File: config.mk
export PLATFORM = sky130hd
export DESIGN_NAME = enclave_check
export DESIGN_NICKNAME = d
export VERILOG_FILES = /design/src/enclave_check_pkg.sv /design/src/enclave_check.sv
export VERILOG_INCLUDE_DIRS = /design/src
export SDC_FILE = /design/constraint.sdc
export NUM_CORES = 2
export LEC_CHECK = 0
export ABC_AREA = 1
export CORE_AREA = 2 2 494 496
export DETAILED_ROUTE_END_ITERATION = 10
export DIE_AREA = 0 0 496 498
export DONT_BUFFER_PORTS = 1
export PLACE_DENSITY = 0.52
export SLEW_MARGIN = 0
export SYNTH_ARGS = -nofsm -noshare
export SYNTH_HDL_FRONTEND = slang
export SYNTH_SLANG_ARGS = --single-unit
File: constraint.sdc
create_clock -name clock -period 2.4 [get_ports clock]
set_clock_uncertainty 0.1 [all_clocks]
set_input_delay 0 -clock clock [delete_from_list [all_inputs] [get_ports clock]]
set_output_delay 0 -clock clock [all_outputs]
set_load 0.1 [all_outputs]
File: src/enclave_check_map.svh
`ifndef ENCLAVE_CHECK_MAP_SVH
`define ENCLAVE_CHECK_MAP_SVH

// Leaf numbers decoded by this unit
`define LEAF_ENTER          8'h02
`define LEAF_RESUME         8'h03
`define LEAF_EXIT           8'h04
`define LEAF_DEBUG_READ     8'h04
`define LEAF_DEBUG_WRITE    8'h05

// Feature control register fields
`define FC_LOCK_BIT         0
`define FC_ENABLE_BIT       18

// Capability register fields
`define CAP2_LEAF_EXIT_BIT  15
`define MISC_ENTRY_LEN_BIT  30
`define MAX_ENTRY_LEN       4'hF

// Privilege and address constants
`define CPL_USER            2'h3
`define ADDR32_MASK         64'h0000_0000_FFFF_FFFF
`define ZERO64              64'h0000_0000_0000_0000
`define ZERO32              32'h0000_0000
`define ZERO8               8'h00
`define ZERO4               4'h0

`endif

File: src/enclave_check_pkg.sv
package enclave_check_pkg;

   typedef enum logic [2:0] {
      KIND_USER,
      KIND_SUPER,
      KIND_SEG_WRITE,
      KIND_WR_FS_BASE,
      KIND_WR_GS_BASE,
      KIND_ASYNC_EXIT,
      KIND_OTHER
   } instr_kind_t;

   typedef struct packed {
      logic [63:0] base;
      logic [31:0] limit;
      logic [7:0]  attr;
   } seg_t;

   typedef struct packed {
      logic        valid;
      instr_kind_t kind;
      logic [7:0]  leaf;
      logic        opsize_prefix;
      logic        addrsize_prefix;
      logic        segovr_prefix;
      logic [63:0] offset;
      logic [63:0] wr_value;
   } req_t;

   typedef struct packed {
      logic        protected_mode;
      logic        system_management_mode;
      logic        virtual_8086_mode;
      logic        paging;
      logic        long_mode;
      logic        cs_l;
      logic        cs_d;
      logic [1:0]  current_privilege_level;
      logic        guest;
      logic        ds_usable;
      logic        ds_expand_down;
      seg_t        ds;
      logic [3:0]  other_seg_base_nonzero;
      logic [63:0] feature_control;
      logic        enclave_feature;
   } cpu_t;

   typedef struct packed {
      logic [63:0] enclave_base;
      logic        enclave_64bit_attribute;
      logic [63:0] thread_fs_base_offset;
      logic [31:0] thread_fs_limit;
      logic [63:0] thread_gs_base_offset;
      logic [31:0] thread_gs_limit;
      logic [63:0] frame_fs_base;
      logic [63:0] frame_gs_base;
   } thread_t;

   typedef struct packed {
      logic        done;
      logic        undefined_opcode_fault;
      logic        general_protection_fault_zero;
      logic        vm_exit;
      logic        addr64;
      logic [63:0] lin_addr;
      logic        paging_check;
      logic        ad_update_ok;
   } result_t;

   typedef struct packed {
      logic        frame_write;
      logic [63:0] fs_segment_base_value;
      logic [63:0] gs_segment_base_value;
   } frame_store_t;

   typedef struct packed {
      logic         in_enclave;
      logic         enc64;
      seg_t         fs;
      seg_t         gs;
      seg_t         fs_saved;
      seg_t         gs_saved;
      result_t      res;
      frame_store_t store;
      logic         entry_len_fault;
   } state_t;

endpackage

File: src/enclave_check.sv
`timescale 1ns/10ps
`include "enclave_check_map.svh"

module enclave_check (
   // Clock and reset
   input  wire logic                            clock,
   input  wire logic                            rstn,
   // Instruction request and processor state
   input  wire enclave_check_pkg::req_t         req,
   input  wire enclave_check_pkg::cpu_t         cpu,
   input  wire enclave_check_pkg::thread_t      thread,
   input  wire logic                            page_fault,
   // Hypervisor per-leaf permission for guests
   input  wire logic [63:0]                     guest_leaf_allow,
   // Virtual machine entry length check
   input  wire logic                            vm_entry,
   input  wire logic [3:0]                      vm_entry_len,
   // Results
   output enclave_check_pkg::result_t           result,
   output enclave_check_pkg::frame_store_t      frame_store,
   output logic                                 entry_len_fault,
   // Enclave state
   output logic                                 in_enclave,
   output enclave_check_pkg::seg_t              fs_seg,
   output enclave_check_pkg::seg_t              gs_seg,
   // Capability bits
   output logic [31:0]                          secondary_exec_ctrl_capability,
   output logic [31:0]                          misc_virt_capability
);
   import enclave_check_pkg::*;

   state_t state_r;
   state_t state_nxt;

   function automatic logic is_entry(input logic [7:0] leaf);
      is_entry = (leaf == `LEAF_ENTER) || (leaf == `LEAF_RESUME);
   endfunction

   function automatic logic is_debug(input logic [7:0] leaf);
      is_debug = (leaf == `LEAF_DEBUG_READ) || (leaf == `LEAF_DEBUG_WRITE);
   endfunction

   // New segment must lie inside the data segment range
   function automatic logic within_ds(input seg_t s, input seg_t ds);
      logic [64:0] s_end;
      logic [64:0] d_end;
      s_end = {1'b0, s.base} + {33'h0_0000_0000, s.limit};
      d_end = {1'b0, ds.base} + {33'h0_0000_0000, ds.limit};
      within_ds = (s.base >= ds.base) && (s_end <= d_end);
   endfunction

   logic        mode64;
   logic        available;
   logic        ds_ok;
   logic        mode_match;
   logic [63:0] offset_eff;
   logic [63:0] lin_addr;
   seg_t        new_fs;
   seg_t        new_gs;

   always_comb begin
      mode64        = cpu.long_mode && cpu.cs_l;
      // Availability depends on mode, feature control and the enclave feature, not on guest or host
      available = cpu.protected_mode && !cpu.system_management_mode && !cpu.virtual_8086_mode
                  && cpu.feature_control[`FC_ENABLE_BIT] && cpu.feature_control[`FC_LOCK_BIT]
                  && cpu.enclave_feature;
      ds_ok      = cpu.ds_usable && !cpu.ds_expand_down;
      // Code mode must equal the mode the enclave was built for
      mode_match = (mode64 == thread.enclave_64bit_attribute);
      // Prefix ignored: 64-bit in 64-bit mode, else always 32-bit, even for 16-bit code
      offset_eff = mode64 ? req.offset : (req.offset & `ADDR32_MASK);
      lin_addr   = cpu.ds.base + offset_eff;
      if (!mode64) begin
         lin_addr = lin_addr & `ADDR32_MASK;
      end
      new_fs.base  = thread.enclave_base + thread.thread_fs_base_offset;
      new_fs.limit = thread.thread_fs_limit;
      new_fs.attr  = cpu.ds.attr;
      new_gs.base  = thread.enclave_base + thread.thread_gs_base_offset;
      new_gs.limit = thread.thread_gs_limit;
      new_gs.attr  = cpu.ds.attr;
      if (req.leaf == `LEAF_RESUME) begin
         // Resume brings back bases the enclave may have rewritten
         new_fs.base = thread.frame_fs_base;
         new_gs.base = thread.frame_gs_base;
      end
   end

   always_comb begin
      state_nxt                   = state_r;
      state_nxt.res.done          = 1'b0;
      state_nxt.store.frame_write = 1'b0;
      state_nxt.entry_len_fault   = 1'b0;

      if (vm_entry && misc_virt_capability[`MISC_ENTRY_LEN_BIT]) begin
         state_nxt.entry_len_fault = vm_entry_len > `MAX_ENTRY_LEN;
      end

      if (req.valid) begin
         state_nxt.res.done                          = 1'b1;
         state_nxt.res.undefined_opcode_fault        = 1'b0;
         state_nxt.res.general_protection_fault_zero = 1'b0;
         state_nxt.res.vm_exit                       = 1'b0;
         state_nxt.res.addr64                        = mode64;
         state_nxt.res.lin_addr                      = `ZERO64;
         state_nxt.res.paging_check                  = 1'b0;
         state_nxt.res.ad_update_ok                  = 1'b0;

         case (req.kind)
            KIND_USER,
            KIND_SUPER: begin
               if (!available) begin
                  state_nxt.res.undefined_opcode_fault = 1'b1;
               // Exit and debug read share a code; only supervisor debug leaves may skip paging
               end else if (!cpu.paging && !(req.kind == KIND_SUPER && is_debug(req.leaf))) begin
                  state_nxt.res.undefined_opcode_fault = 1'b1;
               end else if (req.opsize_prefix) begin
                  state_nxt.res.undefined_opcode_fault = 1'b1;
               end else if (!ds_ok) begin
                  state_nxt.res.general_protection_fault_zero = 1'b1;
               end else if (req.kind == KIND_SUPER && cpu.guest && !guest_leaf_allow[req.leaf[5:0]]) begin
                  // User leaves in a guest take the same path as on the host
                  state_nxt.res.vm_exit = 1'b1;
               end else if (req.kind == KIND_USER && is_entry(req.leaf)) begin
                  if (cpu.current_privilege_level != `CPL_USER || !mode_match) begin
                     state_nxt.res.general_protection_fault_zero = 1'b1;
                  end else if (cpu.other_seg_base_nonzero != `ZERO4) begin
                     state_nxt.res.general_protection_fault_zero = 1'b1;
                  end else if (!within_ds(new_fs, cpu.ds) || !within_ds(new_gs, cpu.ds)) begin
                     state_nxt.res.general_protection_fault_zero = 1'b1;
                  end else begin
                     state_nxt.in_enclave = 1'b1;
                     state_nxt.enc64      = thread.enclave_64bit_attribute;
                     state_nxt.fs_saved   = state_r.fs;
                     state_nxt.gs_saved   = state_r.gs;
                     state_nxt.fs         = new_fs;
                     state_nxt.gs         = new_gs;
                  end
               end else if (req.kind == KIND_USER && req.leaf == `LEAF_EXIT && state_r.in_enclave) begin
                  state_nxt.in_enclave = 1'b0;
                  state_nxt.fs         = state_r.fs_saved;
                  state_nxt.gs         = state_r.gs_saved;
               end
               if (!state_nxt.res.undefined_opcode_fault && !state_nxt.res.general_protection_fault_zero
                   && !state_nxt.res.vm_exit) begin
                  // Segment override never changes the operand segment
                  state_nxt.res.lin_addr     = lin_addr;
                  state_nxt.res.paging_check = cpu.paging;
                  state_nxt.res.ad_update_ok = cpu.paging && !page_fault;
               end
            end
            KIND_SEG_WRITE: begin
               state_nxt.res.undefined_opcode_fault = state_r.in_enclave;
            end
            KIND_WR_FS_BASE: begin
               if (state_r.in_enclave && !state_r.enc64) begin
                  state_nxt.res.undefined_opcode_fault = 1'b1;
               end else begin
                  state_nxt.fs.base = req.wr_value;
               end
            end
            KIND_WR_GS_BASE: begin
               if (state_r.in_enclave && !state_r.enc64) begin
                  state_nxt.res.undefined_opcode_fault = 1'b1;
               end else begin
                  state_nxt.gs.base = req.wr_value;
               end
            end
            KIND_ASYNC_EXIT: begin
               if (state_r.in_enclave) begin
                  // Frame gets the live bases, including any rewritten ones
                  state_nxt.store.frame_write           = 1'b1;
                  state_nxt.store.fs_segment_base_value = state_r.fs.base;
                  state_nxt.store.gs_segment_base_value = state_r.gs.base;
                  state_nxt.in_enclave                  = 1'b0;
                  state_nxt.fs                          = state_r.fs_saved;
                  state_nxt.gs                          = state_r.gs_saved;
               end
            end
            default: begin
               state_nxt.res.done = 1'b1;
            end
         endcase
      end
   end

   always_ff @(posedge clock or negedge rstn) begin
      if (!rstn) begin
         state_r <= '0;
      end else begin
         state_r <= state_nxt;
      end
   end

   assign result          = state_r.res;
   assign frame_store     = state_r.store;
   assign entry_len_fault = state_r.entry_len_fault;
   assign in_enclave      = state_r.in_enclave;
   assign fs_seg          = state_r.fs;
   assign gs_seg          = state_r.gs;

   always_comb begin
      secondary_exec_ctrl_capability                      = `ZERO32;
      secondary_exec_ctrl_capability[`CAP2_LEAF_EXIT_BIT] = cpu.enclave_feature;
      misc_virt_capability                                = `ZERO32;
      misc_virt_capability[`MISC_ENTRY_LEN_BIT]           = 1'b1;
   end

endmodule

* Word-level counts from Yosys, hierarchy flattened
Index checks and enable logic that the tools add are counted.
Storage, ports and cells: flip-flop bits (word level) 619, input port bits 785, output and inout port bits 474, word-level logic and storage cells 172
Operators by class: add/sub/neg operators 6, magnitude comparators 6, equality and inequality tests 23, mux-type cells 54, bitwise operators 6, reductions and logical operators 51
Operators by type and width (number):
- $mux W418 | 8
- $mux W208 | 4
- $pmux W64 S3 | 2
- $mux W64 | 5
- $mux W129 | 2
- $mux W200 | 1
- $add A64 B32 Y65 | 3
- $add A64 B64 Y64 | 3
- $pmux W40 S2 | 2
- $mux W66 | 2
- $le A65 B65 Y1 | 2
- $ge A64 B64 Y1 | 2
- $reduce_and A13 Y1 | 2
- $reduce_and A11 Y1 | 2
- $logic_and A1 B1 Y1 | 20
- $mux W1 | 19
- $ne A2 B2 Y1 const B | 9
- $eq A8 B2 Y1 const B | 2
- $eq A8 B3 Y1 const B | 2
- $logic_not A1 Y1 | 14
- $mux W2 | 6
- $ne A3 B3 Y1 const B | 4
- $reduce_and A12 Y1 | 1
- $lt A6 B7 Y1 const B | 1
- other kinds (16) | 28

* Longest topological paths before layout
depth in word-level cells 24, mapped depth 50

* Worst setup path before layout
No wires, ideal clock.
path type input -> register, start point input req[132] (netlist name), end point register state_r[387] (netlist name), setup time 0.130 ns, arrival time 6.000 ns, required time 2.170 ns, path slack -3.830 ns, stages on the path 48, cells stage by stage buf_4 inv_1 nor3_2 inv_2 nor2_8 inv_4 buf_4 buf_6 buf_2 o21ai_0 ha_1 inv_1 fa_1 nand3b_1 nand2_1 a21oi_1 o21ai_0 a21oi_1 [... 12 more ...] inv_1 o21ai_0 a21oi_1 o21ai_0 nand2_1 a21oi_1 nand3_1 nand2_1 nand2_1 nor2_1 nand2_1 nor2_1 nand3_1 buf_2 buf_4 buf_6 nand2_1 o21ai_1
On the way: longest elaborated chain between the ends 9
Ends and longest elaborated chain:
- start, declared | RTL line enclave_check.sv:9 | input wire enclave_check_pkg::req_t req,
- $eq A8 B2 Y1 (no line)
- $mux W64 | RTL line enclave_check.sv:82 | if (req.leaf == `LEAF_RESUME) begin
- $add A64 B32 Y65 | RTL line enclave_check.sv:47 | s_end = {1'b0, s.base} + {33'h0_0000_0000, s.limit};
- $le A65 B65 Y1 | RTL line enclave_check.sv:49 | within_ds = (s.base >= ds.base) && (s_end <= d_end);
- $logic_and A1 B1 Y1 | RTL line enclave_check.sv:49
- $logic_not A1 Y1 | RTL line enclave_check.sv:129 | end else if (!within_ds(new_fs, cpu.ds) || !within_ds(new_gs, cpu.ds)) begin
- $logic_or A1 B1 Y1 | RTL line enclave_check.sv:129
- $not A1 Y1 (no line)
- $reduce_and A11 Y1 (no line) (*)
- end signal, assigned | RTL line enclave_check.sv:191 | state_r <= state_nxt;
- end, declared | RTL line enclave_check.sv:32 | state_t state_r;
Every way passes the cells marked *; elsewhere a longest branch is shown, timed or not. The select of a mux whose other input is x is not followed. A chain may end at the register's enable or synchronous reset.

* Worst setup path after layout
start point input req[138] (netlist name), end point register state_r[349] (netlist name)
The elaborated chain is that of the path after synthesis.

==> run_results.csv <==
group,metric,value,unit
run_status,status,"finished with violations",
run_status,violations,"negative hold slack, negative setup slack",
yosys,ys_types,64,
floorplan,initial_utilization,0.2708,
worst_setup_path,arrival,6.27,ns
clock_tree,clk_latency,0.74,ns
clock_tree,cts_tree,"yes",
timing,period_share,2.415,
worst_setup_path,critPathMaxFanout,7,
yosys,synth-seq-cells,618,
global_route,grt.busiest_layer,"met2",
route,avgRoutedWirePerCell,24.57,um
yosys,avgSynthCellArea,6.220,um^2
route,finalWirelength,394900,um
yosys,synth_edf_count,0,
clock_tree,clock_sinks,618,
floorplan,io_pins,1259,
placement,dpl.hpwl,320500,um
yosys,ys_seq_area_frac,0.2361,
timing,clock.fmax,0.1725,GHz
timing,drv_slew,0,
yosys,synth_top_area_frac,0.2361,
route,drt-pass1-iter-count,6,
yosys,yosys-top-cells-area,"dfrtp_1 24%, nand2_1 18%, ha_1 10%",
placement,gp_congestion,1.068,
route,viasPerCell,4.822,
floorplan,coreArea,241900,um^2
power_and_ir_drop,leakage,50.16,nW
yosys,netlist_area,65500,um^2
worst_setup_path,slowest_stage,"ha_1",
global_route,met3_usage,0.08935,
worst_hold_path,worstHoldPathType,"in -> reg",
worst_setup_path,slowest_delay,0.36,ns
flow_run,maxCapViolCount,0,
global_route,grt_antenna_before_repair,168,
yosys,ys_warn_count,0,
route,detail_route.iter0.violations,7073,
power_and_ir_drop,ir_drop,0.0006833,V
global_route,grt_max_degree,619,
power_and_ir_drop,power,0.07212,W
timing,slew_headroom,0.007615,
final_layout,nets,14020,
yosys,synth-main-ff-cell,"dfrtp_1",
floorplan,die_x,496,um
timing,rsz0062_at_grt,"yes",
placement,place_ws,-5.077,ns
timing,whs,-0.1986,ns
worst_setup_path,required,2.88,ns
floorplan,fp.dieArea,247000,um^2
route,drc,0,
placement,portBuffers,0,
route,ant_nets,0,
global_route,grt_pass1_vias,73010,
final_layout,areaGrowthSynthToFinish,44.42,%
worst_setup_path,r2r_slack,-0.07,ns
yosys,async_flop_share,1.000,
worst_setup_path,start_kind,"primary input",
worst_setup_path,criticalPathCategory,"in -> reg",
worst_setup_path,cpMostUsedCell,"nand2_4",
final_layout,final_cell_mix,"3011 x nand2_1, 2241 x buf_4, 1502 x inv_1, 988 x nor2_1, 659 x a21oi_1",
timing,worstMarginPinSlew,1.489,ns
yosys,yosysTopAreaCell,"dfrtp_1",
timing,fin_ws,-3.396,ns
final_layout,utilization,0.3911,
global_route,use_met1,0.3690,
global_route,grt.overflow.total,0,
clock_tree,htree_levels,3,
timing,finalHoldViolCount,20,
clock_tree,clk_path_buf_depth,3,
worst_setup_path,end_kind,"flip-flop",
clock_tree,cts_made_buffers,76,
final_layout,layout-drive-gt1-share,0.2453,
clock_tree,clock_tree.root_cell,"clkbuf_16",
global_route,grtUsageTotal,0.3042,
floorplan,num_rows,181,
global_route,grt_pass1_wl,536800,um
route,vias,77520,
global_route,met2_usage,0.4928,
floorplan,die_y,498,um
power_and_ir_drop,power.density,762.3,nW/um^2
timing,fin_crit,5.796,ns
timing,setup_violations,644,
final_layout,layout_commonest_cell,"nand2_1",
clock_tree,clk_pin_slew,0.07,ns
yosys,syn_inst,10530,
==> metal layers <==
layer | vias to the layer above | wire [um]
li1 | 37540 | -
met1 | 35770 | 157800
met2 | 3281 | 179000
met3 | 814 | 37410
met4 | 114 | 20040
met5 | - | 711
==> area by class of cell <==
cell class	instances	area, um^2
antenna	127	317.8
clock buffer	109	2197
timing repair inverter	2	20.02
inverter	1550	5854
multi-input combinational	7630	41800
clock inverter	32	436.7
timing repair buffer	2807	24510
fill	25980	147300
sequential	618	15460
tap	3202	4006
==> where the power goes <==
group	switching, W	internal, W
registers	0.000781	0.0124
clock network	0.00538	0.00720
logic	0.0324	0.0140
total	0.0386	0.0336
==> registers in the layout, summed over array words and instances, names as in the netlist <==
signal / flops
in_enclave: 1
state_r: 209
fs_seg: 104
gs_seg: 104
frame_store: 129
result: 71
==> cell families (layout without fill, tap and decap cells) <==
kind of cell | after synthesis | count (layout) | share of synthesized area
AOI/OAI and AO/OA | 1735 | 1735 | 0.1416
xor gates and xnor gates | 283 | 283 | 0.03784
adders and majority gates | 550 | 550 | 0.1057
buffers and inverters | 2345 | 4500 | 0.1667
DFF | 618 | 618 | 0.2361
muxes | 5 | 5 | 0.0007641
other | 2 | 191 | 0.0001147
and+or+nand+nor | 4993 | 4993 | 0.3112
==> final timing paths <==
kind / from / cells past startpoint / to
max: req[138] / 45 / state_r[349]
min: thread[121] / 7 / fs_seg[97]
max reg2reg: in_enclave / 12 / fs_seg[9]
min reg2reg: frame_store[47] / 2 / frame_store[47]
max in group asynchronous: rstn / 8 / result[26]
min in group asynchronous: rstn / 6 / fs_seg[50]
==> through the flow <==
| stage | cell area [um^2] | instances | hold slack (ns) | setup TNS (ns) |
|---|---|---|---|---|
| 2_1_floorplan | 65890 | 10590 | -0.3956 | -1471.28 |
| 3_3_place_gp | 82760 | 15280 | -0.3590 | -2414.13 |
| 3_5_place_dp | 82760 | 15280 | -0.3506 | -2405.25 |
| 4_1_cts | 92030 | 15890 | -1.174 | -1539.10 |
| 5_1_grt | 94470 | 16020 | -0.1700 | -1918.36 |
| 6_report | 94600 | 16080 | -0.1986 | -1674.98 |
==> cell usage after synthesis, types with 12 or more instances <==
| cell type | instances |
|---|---|
| a21boi_0 | 21 |
| a21o_1 | 24 |
| a21oi_1 | 733 |
| a21oi_2 | 19 |
| a31oi_1 | 47 |
| buf_1 | 39 |
| buf_2 | 69 |
| buf_4 | 484 |
| buf_6 | 28 |
| clkbuf_1 | 175 |
| dfrtp_1 | 618 |
| ha_1 | 544 |
| inv_1 | 1536 |
| nand2_1 | 3164 |
| nand3_1 | 276 |
| nand3b_1 | 23 |
| nand4_1 | 309 |
| nor2_1 | 1042 |
| nor2_2 | 12 |
| nor3_1 | 85 |
| nor4_1 | 29 |
| o211ai_1 | 12 |
| o21a_1 | 19 |
| o21ai_0 | 625 |
| o21ai_1 | 149 |
| o21bai_1 | 38 |
| or2_2 | 12 |
| xnor2_1 | 125 |
| xor2_1 | 158 |
==> critical path: cells and delay by family <==
family,cells,cell delay (ns)
and+or+nand+nor,24,2.98
buffers and inverters,11,1.36
adders and majority gates,3,0.87
AOI/OAI and AO/OA,6,0.81
xor gates and xnor gates,1,0.14
==> repair_timing <==
action	4_1_cts	5_1_grt
endpoints found under the setup margin	485	530
hold buffers	383	6
resized for setup	390	386
buffers inserted	52	33
pin swaps	87	78
endpoints found under the hold margin	903	325
cloned	35	26
(Power assumes the default switching activity.)
